**config.mk**
```make
export PLATFORM = sky130hd
export DESIGN_NAME = omc_regs
export DESIGN_NICKNAME = d
export VERILOG_FILES = /design/src/rtl/omc_pkg.sv /design/src/rtl/omc_regs.sv
export SDC_FILE = /design/constraint.sdc
export NUM_CORES = 1
export LEC_CHECK = 0
export ABC_AREA = 1
export ABC_CLOCK_PERIOD_IN_PS = 1350
export BUFFER_PORTS_ARGS = -buffer_cell sky130_fd_sc_hd__buf_2
export CORE_ASPECT_RATIO = 0.6
export CORE_MARGIN = 2
export CORE_UTILIZATION = 39
export CTS_BUF_LIST = sky130_fd_sc_hd__clkbuf_8
export CTS_CLUSTER_DIAMETER = 100
export DETAILED_ROUTE_END_ITERATION = 8
export GPL_TIMING_DRIVEN = 0
export MAX_ROUTING_LAYER = met4
export PLACE_DENSITY = 0.74
export SYNTH_ARGS = -nofsm -noshare
export SYNTH_HDL_FRONTEND = slang
export SYNTH_SLANG_ARGS = --single-unit
```
**constraint.sdc**
```tcl
create_clock -name pclk -period 1.35 [get_ports pclk]
set_clock_uncertainty 0.1 [all_clocks]
set_input_delay 0.3375 -clock pclk [delete_from_list [all_inputs] [get_ports pclk]]
set_output_delay 0.3375 -clock pclk [all_outputs]
set_load 0.05 [all_outputs]
```
**src/rtl/omc_pkg.sv**
```systemverilog
package omc_pkg;

    // ------------------------------------------------------------------
    // Register indices; the byte address is four times the index
    // ------------------------------------------------------------------
    localparam logic [7:0] IDX_MODE_CONTROL           = 8'h0a;
    localparam logic [7:0] IDX_WAKE_INTERVAL_HIGH     = 8'h0b;
    localparam logic [7:0] IDX_WAKE_INTERVAL_LOW      = 8'h0c;
    localparam logic [7:0] IDX_STANDBY_THRESHOLD_HIGH = 8'h0d;
    localparam logic [7:0] IDX_STANDBY_THRESHOLD_LOW  = 8'h0e;
    localparam logic [7:0] IDX_EVENT_STATUS           = 8'h14;
    localparam logic [7:0] IDX_EVENT_MASK             = 8'h15;

    // ------------------------------------------------------------------
    // Reset values
    // ------------------------------------------------------------------
    localparam logic [7:0] RST_MODE_CONTROL       = 8'h00;
    localparam logic [7:0] RST_WAKE_INTERVAL_HIGH = 8'h80;
    localparam logic [7:0] RST_WAKE_INTERVAL_LOW  = 8'h00;
    localparam logic [7:0] RST_THRESHOLD          = 8'h00;
    localparam logic [1:0] RST_EVENTS             = 2'h0;

    // ------------------------------------------------------------------
    // Mode control fields, plus the wake unit bit of the wake interval high register
    // ------------------------------------------------------------------
    localparam int MODE_MSB       = 7;
    localparam int MODE_LSB       = 6;
    localparam int DISCARD_MSB    = 5;
    localparam int DISCARD_LSB    = 3;
    localparam int CHOP_EN_BIT    = 2;
    localparam int MEAS_EN_BIT    = 1;
    localparam int START_BIT      = 0;
    localparam int WAKE_UNIT_BIT  = 7;
    localparam logic [3:0] DISCARD_BASE = 4'h3;

    localparam logic [1:0] MODE_NORMAL_1              = 2'h0;
    localparam logic [1:0] MODE_NORMAL_2              = 2'h1;
    localparam logic [1:0] MODE_STANDBY_PERIODIC      = 2'h2;
    localparam logic [1:0] MODE_STANDBY_THRESHOLD     = 2'h3;

    // Event bits in status and mask
    localparam int EV_STARTED = 0;
    localparam int EV_WAKE    = 1;

    // Device run state, Gray along stop -> normal -> standby
    typedef enum logic [1:0] {
        OMC_ST_STOP    = 2'b00,
        OMC_ST_NORMAL  = 2'b01,
        OMC_ST_STANDBY = 2'b11
    } omc_state_type;

    // Byte address of a register index
    function automatic logic [9:0] omc_addr(input logic [7:0] idx);
        omc_addr = {idx, 2'b00};
    endfunction

endpackage

```
**src/rtl/omc_regs.sv**
```systemverilog
`timescale 1ns/10ps
// Function
// Mode field bits 7:6 picks normal 1, normal 2, standby periodic, threshold.
// Bits 5:3 give discarded cycles before threshold compare, 3 to 10.
// Bit 2 enables the chopper clock output pin; reset disabled.
// Bit 1 enables measurement-active pin on standby-to-normal transition; the code pulses it on standby_wake in STANDBY, with no change of state.
// Bit 0 low holds STOP; high enters mode chosen by bits 7:6.
// Wake interval unit bit 7 of high register: ms or s, reset 1.
// Wake interval value is high bits 6:0 then low byte.
// 16-bit standby threshold from high and low registers, reset zero.
// All registers load reset values and read back their full byte; event status and mask keep and read back bits 1:0 only.
module omc_regs
    import omc_pkg::*;
(
    input  wire logic        pclk,
    input  wire logic        presetn,
    input  wire logic        psel,
    input  wire logic        penable,
    input  wire logic        pwrite,
    input  wire logic [9:0]  paddr,
    input  wire logic [31:0] pwdata,
    output logic [31:0]      prdata,
    output logic             pready,
    output logic             pslverr,
    input  wire logic        standby_wake,
    output logic [1:0]       operating_mode,
    output logic             device_running,
    output logic             standby_active,
    output logic [3:0]       discard_cycles,
    output logic             chopper_clock_out_en,
    output logic             measurement_active_pin,
    output logic             wake_unit_seconds,
    output logic [14:0]      standby_wake_interval,
    output logic [15:0]      standby_threshold,
    output logic             irq
);

    // ------------------------------------------------------------------
    // Storage
    // ------------------------------------------------------------------
    logic [7:0]    mode_control;
    logic [7:0]    wake_interval_high;
    logic [7:0]    wake_interval_low;
    logic [7:0]    standby_threshold_high;
    logic [7:0]    standby_threshold_low;
    logic [1:0]    event_status;
    logic [1:0]    event_mask;
    omc_state_type state;

    logic [7:0]    next_mode_control;
    logic [7:0]    next_wake_interval_high;
    logic [7:0]    next_wake_interval_low;
    logic [7:0]    next_standby_threshold_high;
    logic [7:0]    next_standby_threshold_low;
    logic [1:0]    next_event_status;
    logic [1:0]    next_event_mask;
    omc_state_type next_state;
    logic [31:0]   next_prdata;
    logic          next_pready;
    logic          next_pslverr;
    logic          next_meas_pin;
    logic          wr_fire;
    logic          rd_fire;
    logic          addr_ok;
    logic [7:0]    rd_byte;
    logic [1:0]    events;

    // Code 0..7 maps to 3..10 discarded cycles
    function automatic logic [3:0] discard_of(input logic [2:0] code);
        discard_of = {1'b0, code} + DISCARD_BASE;
    endfunction

    // ------------------------------------------------------------------
    // APB decode
    // ------------------------------------------------------------------
    // One wait state so read data and the error flag come from flops
    always_comb begin
        wr_fire = psel & penable & pready & pwrite;
        rd_fire = psel & penable & pready & ~pwrite;
        addr_ok = 1'b1;
        rd_byte = 8'h00;
        case (paddr)
            omc_addr(IDX_MODE_CONTROL):           rd_byte = mode_control;
            omc_addr(IDX_WAKE_INTERVAL_HIGH):     rd_byte = wake_interval_high;
            omc_addr(IDX_WAKE_INTERVAL_LOW):      rd_byte = wake_interval_low;
            omc_addr(IDX_STANDBY_THRESHOLD_HIGH):
                rd_byte = standby_threshold_high;
            omc_addr(IDX_STANDBY_THRESHOLD_LOW):
                rd_byte = standby_threshold_low;
            omc_addr(IDX_EVENT_STATUS): rd_byte = {6'h00, event_status};
            omc_addr(IDX_EVENT_MASK):   rd_byte = {6'h00, event_mask};
            default: addr_ok = 1'b0;
        endcase
        next_pready  = psel & penable & ~pready;
        next_pslverr = psel & penable & ~pready & ~addr_ok;
        next_prdata  = 32'h0000_0000;
        if (psel && penable && !pready && !pwrite) begin
            next_prdata = {24'h00_0000, rd_byte};
        end
    end

    // ------------------------------------------------------------------
    // Register writes
    // ------------------------------------------------------------------
    always_comb begin
        next_mode_control           = mode_control;
        next_wake_interval_high     = wake_interval_high;
        next_wake_interval_low      = wake_interval_low;
        next_standby_threshold_high = standby_threshold_high;
        next_standby_threshold_low  = standby_threshold_low;
        next_event_mask             = event_mask;
        if (wr_fire) begin
            case (paddr)
                omc_addr(IDX_MODE_CONTROL):
                    next_mode_control = pwdata[7:0];
                omc_addr(IDX_WAKE_INTERVAL_HIGH):
                    next_wake_interval_high = pwdata[7:0];
                omc_addr(IDX_WAKE_INTERVAL_LOW):
                    next_wake_interval_low = pwdata[7:0];
                omc_addr(IDX_STANDBY_THRESHOLD_HIGH):
                    next_standby_threshold_high = pwdata[7:0];
                omc_addr(IDX_STANDBY_THRESHOLD_LOW):
                    next_standby_threshold_low = pwdata[7:0];
                omc_addr(IDX_EVENT_MASK):
                    next_event_mask = pwdata[1:0];
                default: next_event_mask = event_mask;
            endcase
        end
    end

    // ------------------------------------------------------------------
    // Run state and events
    // ------------------------------------------------------------------
    // State follows the mode field while running, so a mode write
    // takes effect without a pass through STOP
    always_comb begin
        next_state = state;
        case (state)
            OMC_ST_STOP, OMC_ST_NORMAL, OMC_ST_STANDBY: begin
                if (!mode_control[START_BIT]) begin
                    next_state = OMC_ST_STOP;
                end else if (mode_control[MODE_MSB]) begin
                    next_state = OMC_ST_STANDBY;
                end else begin
                    next_state = OMC_ST_NORMAL;
                end
            end
            default: next_state = OMC_ST_STOP;
        endcase
        events = 2'h0;
        events[EV_STARTED] = (state == OMC_ST_STOP)
                             && (next_state != OMC_ST_STOP);
        events[EV_WAKE] = standby_wake && (state == OMC_ST_STANDBY);
        // Pulse only when enabled and standby_wake arrives in standby; the state stays STANDBY
        next_meas_pin = events[EV_WAKE] & mode_control[MEAS_EN_BIT];
        // Set wins over the read-clear in the same cycle
        next_event_status = event_status;
        if (rd_fire && paddr == omc_addr(IDX_EVENT_STATUS)) begin
            next_event_status = 2'h0;
        end
        next_event_status = next_event_status | events;
    end

    // ------------------------------------------------------------------
    // Flops
    // ------------------------------------------------------------------
    always_ff @(posedge pclk or negedge presetn) begin
        if (!presetn) begin
            mode_control           <= RST_MODE_CONTROL;
            wake_interval_high     <= RST_WAKE_INTERVAL_HIGH;
            wake_interval_low      <= RST_WAKE_INTERVAL_LOW;
            standby_threshold_high <= RST_THRESHOLD;
            standby_threshold_low  <= RST_THRESHOLD;
            event_status           <= RST_EVENTS;
            event_mask             <= RST_EVENTS;
            state                  <= OMC_ST_STOP;
            prdata                 <= 32'h0000_0000;
            pready                 <= 1'b0;
            pslverr                <= 1'b0;
            operating_mode         <= MODE_NORMAL_1;
            device_running         <= 1'b0;
            standby_active         <= 1'b0;
            discard_cycles         <= DISCARD_BASE;
            chopper_clock_out_en   <= 1'b0;
            measurement_active_pin <= 1'b0;
            wake_unit_seconds      <= 1'b1;
            standby_wake_interval  <= 15'h0000;
            standby_threshold      <= 16'h0000;
            irq                    <= 1'b0;
        end else begin
            mode_control           <= next_mode_control;
            wake_interval_high     <= next_wake_interval_high;
            wake_interval_low      <= next_wake_interval_low;
            standby_threshold_high <= next_standby_threshold_high;
            standby_threshold_low  <= next_standby_threshold_low;
            event_status           <= next_event_status;
            event_mask             <= next_event_mask;
            state                  <= next_state;
            prdata                 <= next_prdata;
            pready                 <= next_pready;
            pslverr                <= next_pslverr;
            operating_mode         <= mode_control[MODE_MSB:MODE_LSB];
            device_running         <= (state != OMC_ST_STOP);
            standby_active         <= (state == OMC_ST_STANDBY);
            discard_cycles <= discard_of(
                mode_control[DISCARD_MSB:DISCARD_LSB]);
            chopper_clock_out_en   <= mode_control[CHOP_EN_BIT];
            measurement_active_pin <= next_meas_pin;
            wake_unit_seconds <= wake_interval_high[WAKE_UNIT_BIT];
            standby_wake_interval <= {wake_interval_high[6:0],
                                      wake_interval_low};
            standby_threshold <= {standby_threshold_high,
                                  standby_threshold_low};
            irq <= |(event_status & event_mask);
        end
    end

    // ------------------------------------------------------------------
    // Checks
    // ------------------------------------------------------------------
    chk_stop_hold: assert property (
        @(posedge pclk) disable iff (!presetn)
        !mode_control[START_BIT] |=> state == OMC_ST_STOP ##1 !device_running)
        else $error("device left STOP with start bit low");

    chk_standby_entry: assert property (
        @(posedge pclk) disable iff (!presetn)
        (mode_control[START_BIT] && mode_control[MODE_MSB])
        |=> state == OMC_ST_STANDBY ##1 standby_active)
        else $error("standby mode not entered");

    chk_mode_out: assert property (
        @(posedge pclk) disable iff (!presetn)
        wr_fire && paddr == omc_addr(IDX_MODE_CONTROL)
        |-> ##2 operating_mode == $past(pwdata[7:6], 2))
        else $error("operating mode output wrong after write");

    chk_discard_map: assert property (
        @(posedge pclk) disable iff (!presetn)
        ##1 discard_cycles == $past(mode_control[5:3]) + 4'h3)
        else $error("discard count mapping wrong");

    chk_chop_gate: assert property (
        @(posedge pclk) disable iff (!presetn)
        chopper_clock_out_en == $past(mode_control[CHOP_EN_BIT]))
        else $error("chopper output differs from its enable bit");

    chk_meas_pin: assert property (
        @(posedge pclk) disable iff (!presetn)
        measurement_active_pin |-> $past(mode_control[MEAS_EN_BIT])
                                   && $past(state) == OMC_ST_STANDBY)
        else $error("measurement pin pulsed while disabled");

    chk_wake_value: assert property (
        @(posedge pclk) disable iff (!presetn)
        wr_fire && paddr == omc_addr(IDX_WAKE_INTERVAL_LOW)
        |-> ##2 standby_wake_interval[7:0] == $past(pwdata[7:0], 2))
        else $error("wake interval low part wrong");

    chk_reset_unit: assert property (
        @(posedge pclk) disable iff (!presetn)
        $rose(presetn) |-> wake_interval_high == 8'h80)
        else $error("wake unit not seconds after reset");

    chk_threshold: assert property (
        @(posedge pclk) disable iff (!presetn)
        wr_fire && paddr == omc_addr(IDX_STANDBY_THRESHOLD_HIGH)
        |-> ##2 standby_threshold[15:8] == $past(pwdata[7:0], 2))
        else $error("threshold high byte wrong");

    chk_readback: assert property (
        @(posedge pclk) disable iff (!presetn)
        rd_fire && paddr == omc_addr(IDX_MODE_CONTROL)
        |-> prdata == {24'h00_0000, mode_control})
        else $error("mode control readback wrong");

    // Bus answer is a single-cycle pulse; a stuck ready would double writes
    chk_pready_pulse: assert property (
        @(posedge pclk) disable iff (!presetn)
        pready |=> !pready)
        else $error("pready held for more than one cycle");

    chk_unmapped_err: assert property (
        @(posedge pclk) disable iff (!presetn)
        rd_fire && !addr_ok |-> pslverr && prdata == 32'h0000_0000)
        else $error("unmapped read not refused");

    chk_normal_entry: assert property (
        @(posedge pclk) disable iff (!presetn)
        (mode_control[START_BIT] && !mode_control[MODE_MSB])
        |=> state == OMC_ST_NORMAL ##1 !standby_active)
        else $error("normal mode not entered");

    chk_wake_unit: assert property (
        @(posedge pclk) disable iff (!presetn)
        wake_unit_seconds == $past(wake_interval_high[WAKE_UNIT_BIT]))
        else $error("wake unit output differs from its bit");

    // An event must survive a read-clear that lands in the same cycle
    chk_status_sticky: assert property (
        @(posedge pclk) disable iff (!presetn)
        events[EV_STARTED] |=> event_status[EV_STARTED])
        else $error("start event lost from status");

    chk_irq_level: assert property (
        @(posedge pclk) disable iff (!presetn)
        irq == $past(|(event_status & event_mask)))
        else $error("interrupt level does not follow status and mask");

    cov_start: cover property (
        @(posedge pclk) disable iff (!presetn) events[EV_STARTED]);
    cov_wake_pin: cover property (
        @(posedge pclk) disable iff (!presetn) measurement_active_pin);
    cov_irq: cover property (
        @(posedge pclk) disable iff (!presetn) $rose(irq));
    cov_slverr: cover property (
        @(posedge pclk) disable iff (!presetn) pready && pslverr);

endmodule

```
==> run metrics, run 1 <==
Max VDD drop=about 520 uV; Syn Inst Count=~390; clk_lat worst skew=0.37 ns; # rows=29; Seq pwr share=a little over half; final antenna-violating net count=0; status=finished, violations left; Critical Path Slowest Stage Cell=dfrtp_2; fin crit share=112%; Data arrival, critical path=between 1.5 and 2 ns; Via density=about 4.8; hold_sp=standby_wake; worst reg2reg startpoint=pready; Combinational Power Share=under 10%; Final nets=573; Hold Crit Depth=3; WS Path Type=reg -> reg; via count=approximately 3200; Worst Path Required=1.50 ns; Sink Count=just under 100; Int Pwr=~4 mW; Finished Layout Cells=about 670; FMAX=roughly 660 MHz; deepest clock path buffer count=2; Area Growth Syn to Fin=48.8%; initial antenna violation count=0; final worst slack=-0.168 ns; placed insts=about 620; # IOs=125; reg2reg setup slack=-0.17 ns; Final Wtd Congestion=~0.80; proportion of layout cells with a drive suffix above 1=approximately 53%; # H-tree levels=3; Layout Utilization=59.3%; Total GRT Usage=between 10% and 20%; number of distinct library cells after synthesis=30; I/O Buffers=76; Clock transition at path regs=approximately 0.09 ns; Synth Area per Inst=10.9 um^2; Yosys warning count=0; pre-CTS WS=-0.403 ns; max-cap violations=0; pin count of the biggest net entering global routing=between 60 and 70; Final Max Slew Viols=0; die area=between 10000 and 15000 um^2; Fin Hold WS=about 0.14 ns; switching pwr=roughly 1.4 mW; clock power share=roughly 37%; GRT overflow=0; failing checks=setup timing; static leakage=roughly 3.2 nW; crit-path max cell delay=approximately 0.44 ns; wire per inst=~17 um; drt drc=0; post-detail-place hpwl=between 6 and 7 mm; post-route cell area=6240 um^2; CP endpoint kind=flop; register area share after synthesis=59.2%; crit start category=flop; drt first-iter violations=roughly 260; pwr/cell area=slightly below 900 nW/um^2; Die X=roughly 140 um; Post-synth EDFFs=0; CP Cell Sequence=nand3_4, nor2_8, nand2_4, buf_6, nand2_2, o21ai_2; CTS root buf=clkbuf_8; CTS tree=done; cts bufs inserted=9; total power=~5.5 mW; synthesized cell area=roughly 4200 um^2; final hold vios=0; total wire length=about 12 mm; Setup TNS=-6.37 ns; Primary FF master, synth=dfrtp_1; Critical Path Source=pready; Critical path buffers and inverters=1; Post-DP Area=slightly below 5000 um^2; Yosys top cell area share=56.6%; top cells by area, synth=dfrtp_1, nand2_1, o21ai_2; Worst path depth=6; HP Class=in -> reg; diodes inserted=0; Tmin final=1.52 ns; TritonRoute pass-1 iters=4; Initial Utilization=between 30% and 40%; unrepaired setup endpoints after global routing=yes; final setup vio count=between 70 and 80; crit-path leading delay family=simple AND/OR/NAND/NOR gates; cell taking the most area after synthesis=dfrtp_1; CORE AREA=between 10000 and 15000 um^2; RR Endpoint=mode_control[2]; Sw Share=approximately a quarter; vias in the first global route=about 3000; first-pass GRT wire length=15.5 mm; DIE HEIGHT=84.4 um; Worst R2R Path Depth=6; #FFs+latches synth=~100; Post-synth ARST share=between 90% and 100%; crit path to=mode_control[2]; CP max FO=6
-- sequential cells by signal, summed over array words and instances (netlist names) --
register	count
standby_threshold	16
standby_wake_interval	15
mode_control	8
prdata	8
standby_threshold_high	8
standby_threshold_low	8
wake_interval_high	8
wake_interval_low	8
discard_cycles	4
event_mask	2
event_status	2
operating_mode	2
state	2
chopper_clock_out_en	1
device_running	1
irq	1
measurement_active_pin	1
pready	1
pslverr	1
standby_active	1
wake_unit_seconds	1
-- cell families after synthesis --
family,count (synthesis),share of synthesized area [%]
xor+xnor,1,0.209
buf+inv,61,8.59
other cells,1,0.0894
fa+ha+maj,1,0.298
flops,99,59.2
compound gates,51,8.91
simple gates,171,22.7
-- cells in the mapped netlist (all sizes together), types with 2 or more instances --
cell	number
inv	31
nand2	100
nor3	2
dfstp	4
dfrtp	95
a21oi	2
o21ai	47
buf	29
nand3	26
nor2	41
-- how the worst min path moves through the flow --
stage / endpoint / slack [ns]
2_1_floorplan: chopper_clock_out_en / -0.06
3_3_place_gp: standby_wake_interval[6] / 0.28
3_5_place_dp: prdata[1] / 0.23
4_1_cts: pready / 0.11
5_1_grt: event_status[1] / 0.17
6_report: measurement_active_pin / 0.14
-- timing repair --
item / 4_1_cts / 5_1_grt
pin swaps: 10 / 26
cloned: 0 / 5
gates resized for setup: 112 / 111
setup buffers: 16 / 6
hold buffers: 1 / 0
endpoints found under the hold margin: 35 / 0
setup endpoints to repair: 79 / 165
-- cells in the final DEF (no fill, tap or decap), drive strengths merged, types with 4 or more instances in the layout --
cell type / instances
inv: 32
dfrtp: 95
nor2: 41
nand3: 26
buf: 128
nand2: 100
o21ai: 47
clkbuf: 17
dfstp: 4
conb: 24
-- routing by layer --
metal / share of wire, % / routed length (um) / global-route usage, % / up-vias
li1: - / - / - / 1461
met1: 42 / 4880 / 25.8 / 1557
met2: 48 / 5570 / 25.9 / 149
met3: 7.7 / 897 / 4.89 / 26
met4: 2.2 / 259 / 5.57 / 0
met5: 0 / 0 / - / -
-- power groups by stage --
stage | clock [mW] | combinational, mW | sequential (mW)
3_5_place_dp | 0 | 0.441 | 3.03
3_3_place_gp | 0 | 0.423 | 3.03
5_1_grt | 2.17 | 0.514 | 2.98
6_report | 2.04 | 0.480 | 2.98
2_1_floorplan | 0 | 0.285 | 3.05
4_1_cts | 2.06 | 0.451 | 2.98
-- layout make-up --
| type | count | area (um^2) |
|---|---|---|
| inverters | 32 | 124 |
| multi-input cells | 248 | 1810 |
| flip-flops and latches | 99 | 2480 |
| repair buffers | 105 | 1160 |
| clock buffers | 12 | 165 |
| plain buffers | 29 | 275 |
| fillers | 788 | 4280 |
| well taps | 139 | 174 |
| clock inverters | 4 | 55.1 |
-- worst register-to-register path: cells and delay by family (launching register included) --
family | cells | cell delay, ns
buffers and inverters | 1 | 0.17
DFF | 1 | 0.44
and+or+nand+nor | 4 | 0.63
AOI/OAI and AO/OA | 1 | 0.06
(Power assumes the default switching activity.)
==> run 2, diff against run 1 <==
--- a/config.mk
+++ b/config.mk
@@ -7,7 +7,8 @@
 export LEC_CHECK = 0
 export ABC_AREA = 1
 export ABC_CLOCK_PERIOD_IN_PS = 1350
-export BUFFER_PORTS_ARGS = -buffer_cell sky130_fd_sc_hd__buf_2
+export BUFFER_PORTS_ARGS = -buffer_cell sky130_fd_sc_hd__clkbuf_2
+export CAP_MARGIN = 20
 export CORE_ASPECT_RATIO = 0.6
 export CORE_MARGIN = 2
 export CORE_UTILIZATION = 39
==> run metrics, run 2 (synthesis gave the netlist of run 1 again) <==
Final Max Slew Viols=0 (unchanged); static leakage=3.23 nW (was 3.19 nW); Layout Utilization=62.0% (was 59.3%); Critical Path Slowest Stage Cell=dfstp_2 (was dfrtp_2); CP endpoint kind=primary output (was flop); pin count of the biggest net entering global routing=62 (was 63); total wire length=11.9 mm (was 11.6 mm); fin crit share=114% (was 112%); GRT overflow=0 (unchanged); I/O Buffers=76 (unchanged); CP Cell Sequence=clkbuf_16 (was nand3_4, nor2_8, nand2_4, buf_6, nand2_2, o21ai_2); # IOs=125 (unchanged); CP max FO=1 (was 6); Area Growth Syn to Fin=55.5% (was 48.8%); most frequent cells in the layout=dfrtp_1, nand2_1, buf_8 (was dfrtp_1, buf_6, nand2_1); max FFs per register=16 (unchanged); TritonRoute pass-1 iters=4 (unchanged); Initial Utilization=39.9% (unchanged); Tmin final=1.54 ns (was 1.52 ns); HP Class=in -> async (was in -> reg); Total GRT Usage=19.0% (was 18.3%); crit-path max cell delay=0.57 ns (was 0.44 ns); placed insts=624 (unchanged); normalized max-slew margin=between 60 and 70%; crit-path leading delay family=flip-flops (was simple AND/OR/NAND/NOR gates); Fin Hold WS=-0.130 ns (was 0.145 ns); cts bufs inserted=9 (unchanged); Final nets=578 (was 573); Setup TNS=-6.30 ns (was -6.37 ns); Worst Path Required=0.91 ns (was 1.50 ns); drt drc=0 (unchanged); wire per inst=17.7 um (was 17.4 um); Via density=4.85 (was 4.78); Post-DP Area=4890 um^2 (unchanged); Sink Count=99 (unchanged); failing checks=hold timing, setup timing (was setup timing); initial antenna violation count=0 (unchanged); Final Wtd Congestion=0.819 (was 0.801); Clock transition at path regs=0.09 ns (about the same); proportion of layout cells with a drive suffix above 1=53.4% (was 53.3%); Data arrival, critical path=1.10 ns (was 1.67 ns); unrepaired setup endpoints after global routing=yes (unchanged); total power=5.27 mW (was 5.49 mW); max-cap violations=0 (unchanged); # rows=29 (unchanged); most common cell after layout, fill and taps aside=dfrtp_1 (unchanged); vias in the first global route=3083 (was 2986); final worst slack=-0.188 ns (was -0.168 ns); status=finished, violations left (unchanged); Biggest register=standby_threshold (unchanged); deepest clock path buffer count=2 (unchanged); diodes inserted=0 (unchanged); final antenna-violating net count=0 (unchanged); Finished Layout Cells=673 (was 668); drt first-iter violations=150 (was 261); clk_lat worst skew=0.37 ns (about the same); first-pass GRT wire length=16.1 mm (was 15.5 mm); CTS root buf=clkbuf_8 (unchanged); final setup vio count=89 (was 72); Die X=138 um (unchanged); pre-CTS WS=-0.407 ns (was -0.403 ns); via count=3261 (was 3193); post-route cell area=6520 um^2 (was 6240 um^2); die area=11600 um^2 (unchanged); CORE AREA=10500 um^2 (unchanged); Critical path buffers and inverters=1 (unchanged); Max VDD drop=488 uV (was 520 uV); final hold vios=36 (was 0); worst slew pin tran=between 0.5 and 0.6 ns; CTS tree=done (unchanged); pwr/cell area=807 nW/um^2 (was 879 nW/um^2); crit start category=flop (unchanged); Largest regs=standby_threshold x16, standby_wake_interval x15 (unchanged); post-detail-place hpwl=6.86 mm (was 6.85 mm); # H-tree levels=3 (unchanged); FMAX=650 MHz (was 659 MHz); WS Path Type=reg -> out (was reg -> reg); DIE HEIGHT=84.4 um (unchanged)
==> run 2: changes by cell type in the layout (fill, tap and decap cells not counted), moves of 3 or more <==
cell	previous run	this run
buf_8	4	51
buf_6	64	12
nand2_8	3	6
buf_2	20	0
clkbuf_2	0	22
buf_12	8	11
nand2_1	48	51
nand2_4	33	28
==> run 2: power breakdown <==
part           switching [mW]  total [mW]  leakage (nW)  internal [mW]
sequential            0.00769        2.98          1.36           2.97
clock                    1.03        1.80        0.0934          0.774
combinational           0.355       0.486          1.78          0.131
total                    1.39        5.27          3.23           3.87
==> run 2: repair_timing <==
item / 4_1_cts / 5_1_grt
endpoints found under the setup margin: 75 / 99
hold endpoints to repair: 36 / 36
pin swaps: 14 / 20
buffers inserted: 18 / 10
gates resized for setup: 147 / 126
cloned: 1 / 4
==> run 2: path summary, 6_finish.rpt <==
check	slack, ns	startpoint	end	cells past startpoint
min in group pclk	0.12	standby_wake	measurement_active_pin	3
setup reg to reg	-0.16	pready	standby_threshold_low[1]	7
hold reg to reg	0.30	wake_interval_high[7]	wake_unit_seconds	0
setup / recovery	-0.19	wake_unit_seconds	wake_unit_seconds	1
hold / removal	-0.13	presetn	prdata[1]	1
max in group asynchronous	0.56	presetn	wake_interval_high[7]	2
==> run 2: worst reg2reg max path: stages (launching register included) <==
cell and delay (ns):
dfrtp_2 0.44, nand3_4 0.13, nor2_8 0.20, buf_12 0.16
nand2_8 0.08, buf_12 0.17, nand2_4 0.05, o21ai_2 0.05
==> run 2: final cells by class <==
cell class / count / area (um^2)
clock buffers: 11 / 151
multi-input cells: 248 / 1840
plain buffers: 29 / 275
repair buffers: 110 / 1440
flip-flops and latches: 99 / 2480
fillers: 791 / 4000
well taps: 139 / 174
clock inverters: 5 / 36.3
inverters: 32 / 124
==> run 2: per-layer routing <==
layer	share of wire, %	track usage (%)
met1	43	26.3
met2	47	27.0
met3	7.7	4.77
met4	2.3	6.86
met5	0	-
==> run 3, diff against run 2 <==
--- a/config.mk
+++ b/config.mk
@@ -12,7 +12,7 @@
 export CORE_ASPECT_RATIO = 0.6
 export CORE_MARGIN = 2
 export CORE_UTILIZATION = 39
-export CTS_BUF_LIST = sky130_fd_sc_hd__clkbuf_8
+export CTS_BUF_LIST = sky130_fd_sc_hd__clkbuf_2
 export CTS_CLUSTER_DIAMETER = 100
 export DETAILED_ROUTE_END_ITERATION = 8
 export GPL_TIMING_DRIVEN = 0
==> run metrics, run 3 (synthesis gave the netlist of run 1 again) <==
CP Cell Sequence=clkbuf_16 (unchanged); Total GRT Usage=20.7% (was 19.0%); TritonRoute pass-1 iters=4 (unchanged); Hold Crit Depth=3; Combinational Power Share=10.6% (was 9.2%); Seq pwr share=63.2% (was 56.5%); Int Pwr=3.37 mW (was 3.87 mW); Tmin final=1.79 ns (was 1.54 ns); deepest clock path buffer count=2 (unchanged); Sink Count=99 (unchanged); Final Max Slew Viols=0 (unchanged); Fill cells=824 (was 791); max FFs per register=16 (unchanged); die area=11600 um^2 (unchanged); WS Path Type=reg -> out (unchanged); Worst Path Required=0.91 ns (about the same); normalized max-slew margin=63.8% (was 64.2%); Clock transition at path regs=0.29 ns (was 0.09 ns); drt first-iter violations=292 (was 150); final setup vio count=102 (was 89); max-cap violations=0 (unchanged); Sw Share=28.7% (was 26.5%); crit-path max cell delay=0.61 ns (was 0.57 ns); Worst path depth=1 (unchanged); register area=2480 um^2 (unchanged); Biggest register=standby_threshold (unchanged); total power=4.72 mW (was 5.27 mW); Largest regs=standby_threshold x16, standby_wake_interval x15 (unchanged); HP Class=in -> reg (was in -> async); CTS root buf=clkbuf_2 (was clkbuf_8); fin crit share=133% (was 114%); unrepaired setup endpoints after global routing=yes (unchanged); proportion of layout cells with a drive suffix above 1=48.9% (was 53.4%); status=finished, violations left (unchanged); Worst R2R Path Depth=7 (unchanged); Critical path buffers and inverters=1 (unchanged); Final Wtd Congestion=0.819 (unchanged); Data arrival, critical path=1.36 ns (was 1.10 ns); GRT overflow=0 (unchanged); cts bufs inserted=9 (unchanged); most frequent cells in the layout=dfrtp_1, nand2_1, buf_8 (unchanged); final antenna-violating net count=0 (unchanged); CTS tree=done (unchanged); drt drc=0 (unchanged); CP max FO=1 (unchanged); most common cell after layout, fill and taps aside=dfrtp_1 (unchanged); Area Growth Syn to Fin=48.6% (was 55.5%); Via density=4.85 (about the same); Initial Utilization=39.9% (unchanged); pin count of the biggest net entering global routing=62 (unchanged); clk_lat worst skew=0.59 ns (was 0.37 ns); worst slew pin tran=0.543 ns (was 0.537 ns); switching pwr=1.35 mW (was 1.39 mW); Max VDD drop=384 uV (was 488 uV); Die X=138 um (unchanged); final hold vios=0 (was 36); DIE HEIGHT=84.4 um (unchanged); area of the multi-input gates=1770 um^2 (was 1840 um^2); CORE AREA=10500 um^2 (unchanged); crit-path leading delay family=flip-flops (unchanged); Final nets=568 (was 578); # IOs=125 (unchanged); wire per inst=17.1 um (was 17.7 um); via count=3223 (was 3261); initial antenna violation count=0 (unchanged); failing checks=setup timing (was hold timing, setup timing); Critical Path Slowest Stage Cell=dfstp_2 (unchanged); CP endpoint kind=primary output (unchanged); FMAX=557 MHz (was 650 MHz); crit start category=flop (unchanged); # H-tree levels=3 (unchanged); post-detail-place hpwl=6.86 mm (unchanged); final worst slack=-0.445 ns (was -0.188 ns); I/O Buffers=76 (unchanged); # rows=29 (unchanged); pwr/cell area=757 nW/um^2 (was 807 nW/um^2); pre-CTS WS=-0.407 ns (unchanged); first-pass GRT wire length=17.5 mm (was 16.1 mm); static leakage=3.10 nW (was 3.23 nW); clock power share=26.2% (was 34.3%); total wire length=11.4 mm (was 11.9 mm); vias in the first global route=3230 (was 3083)
-- run 3: through the flow --
stage / hold slack [ns] / area, um^2 / cells / setup TNS (ns) / utilization (%)
2_1_floorplan: -0.0581 / 4300 / 408 / -2.84 / -
3_3_place_gp: 0.281 / 4860 / 623 / -135.53 / 46.2
3_5_place_dp: 0.268 / 4890 / 624 / -17.23 / 46.4
4_1_cts: 0.00377 / 6000 / 665 / -22.63 / 57.0
5_1_grt: 0.0163 / 6230 / 663 / -27.06 / 59.3
6_report: 0.0194 / 6240 / 664 / -21.90 / 59.3
-- run 3: area by class of cell --
class                           count  share of cell area [%]
Buffer                             29                    4.33
Timing Repair Buffer              100                    21.3
Sequential cell                    99                    39.8
Inverter                           32                    1.99
Clock inverter                      6                   0.642
Multi-Input combinational cell    248                    28.3
Clock buffer                       10                   0.802
Tap cell                          139                    2.79
Antenna cell                        1                  0.0401
-- run 3: power groups by stage --
stage	logic, mW	clock network, mW	registers, mW
3_3_place_gp	0.423	0	3.03
3_5_place_dp	0.440	0	3.03
4_1_cts	0.488	1.24	2.98
6_report	0.499	1.24	2.99
5_1_grt	0.535	1.38	2.99
2_1_floorplan	0.285	0	3.05
-- run 3: final timing paths --
path | from | end | slack (ns)
worst max-delay path | discard_cycles[1] | discard_cycles[1] | -0.44
worst min-delay path | pwdata[5] | wake_interval_high[5] | 0.02
worst max register to register | pready | prdata[1] | -0.23
worst min register to register | wake_interval_high[7] | wake_unit_seconds | 0.31
max in group asynchronous | presetn | wake_interval_high[7] | 0.22
min in group asynchronous | presetn | discard_cycles[2] | 0.17
-- run 3: routing by layer --
| layer | wire [um] | GRT usage [%] | vias to the layer above |
|---|---|---|---|
| met1 | 4850 | 28.3 | 1564 |
| li1 | - | - | 1461 |
| met3 | 837 | 3.68 | 34 |
| met2 | 5390 | 31.5 | 164 |
| met5 | 0 | - | - |
| met4 | 278 | 6.49 | 0 |
-- run 3: repair_timing --
item                                   4_1_cts  5_1_grt
hold buffers                                 5        0
pin swaps                                   10        8
resized for setup                          166       96
endpoints found under the hold margin       47        0
setup endpoints to repair                  100      104
gates cloned                                 5        0
setup buffers                               15        0
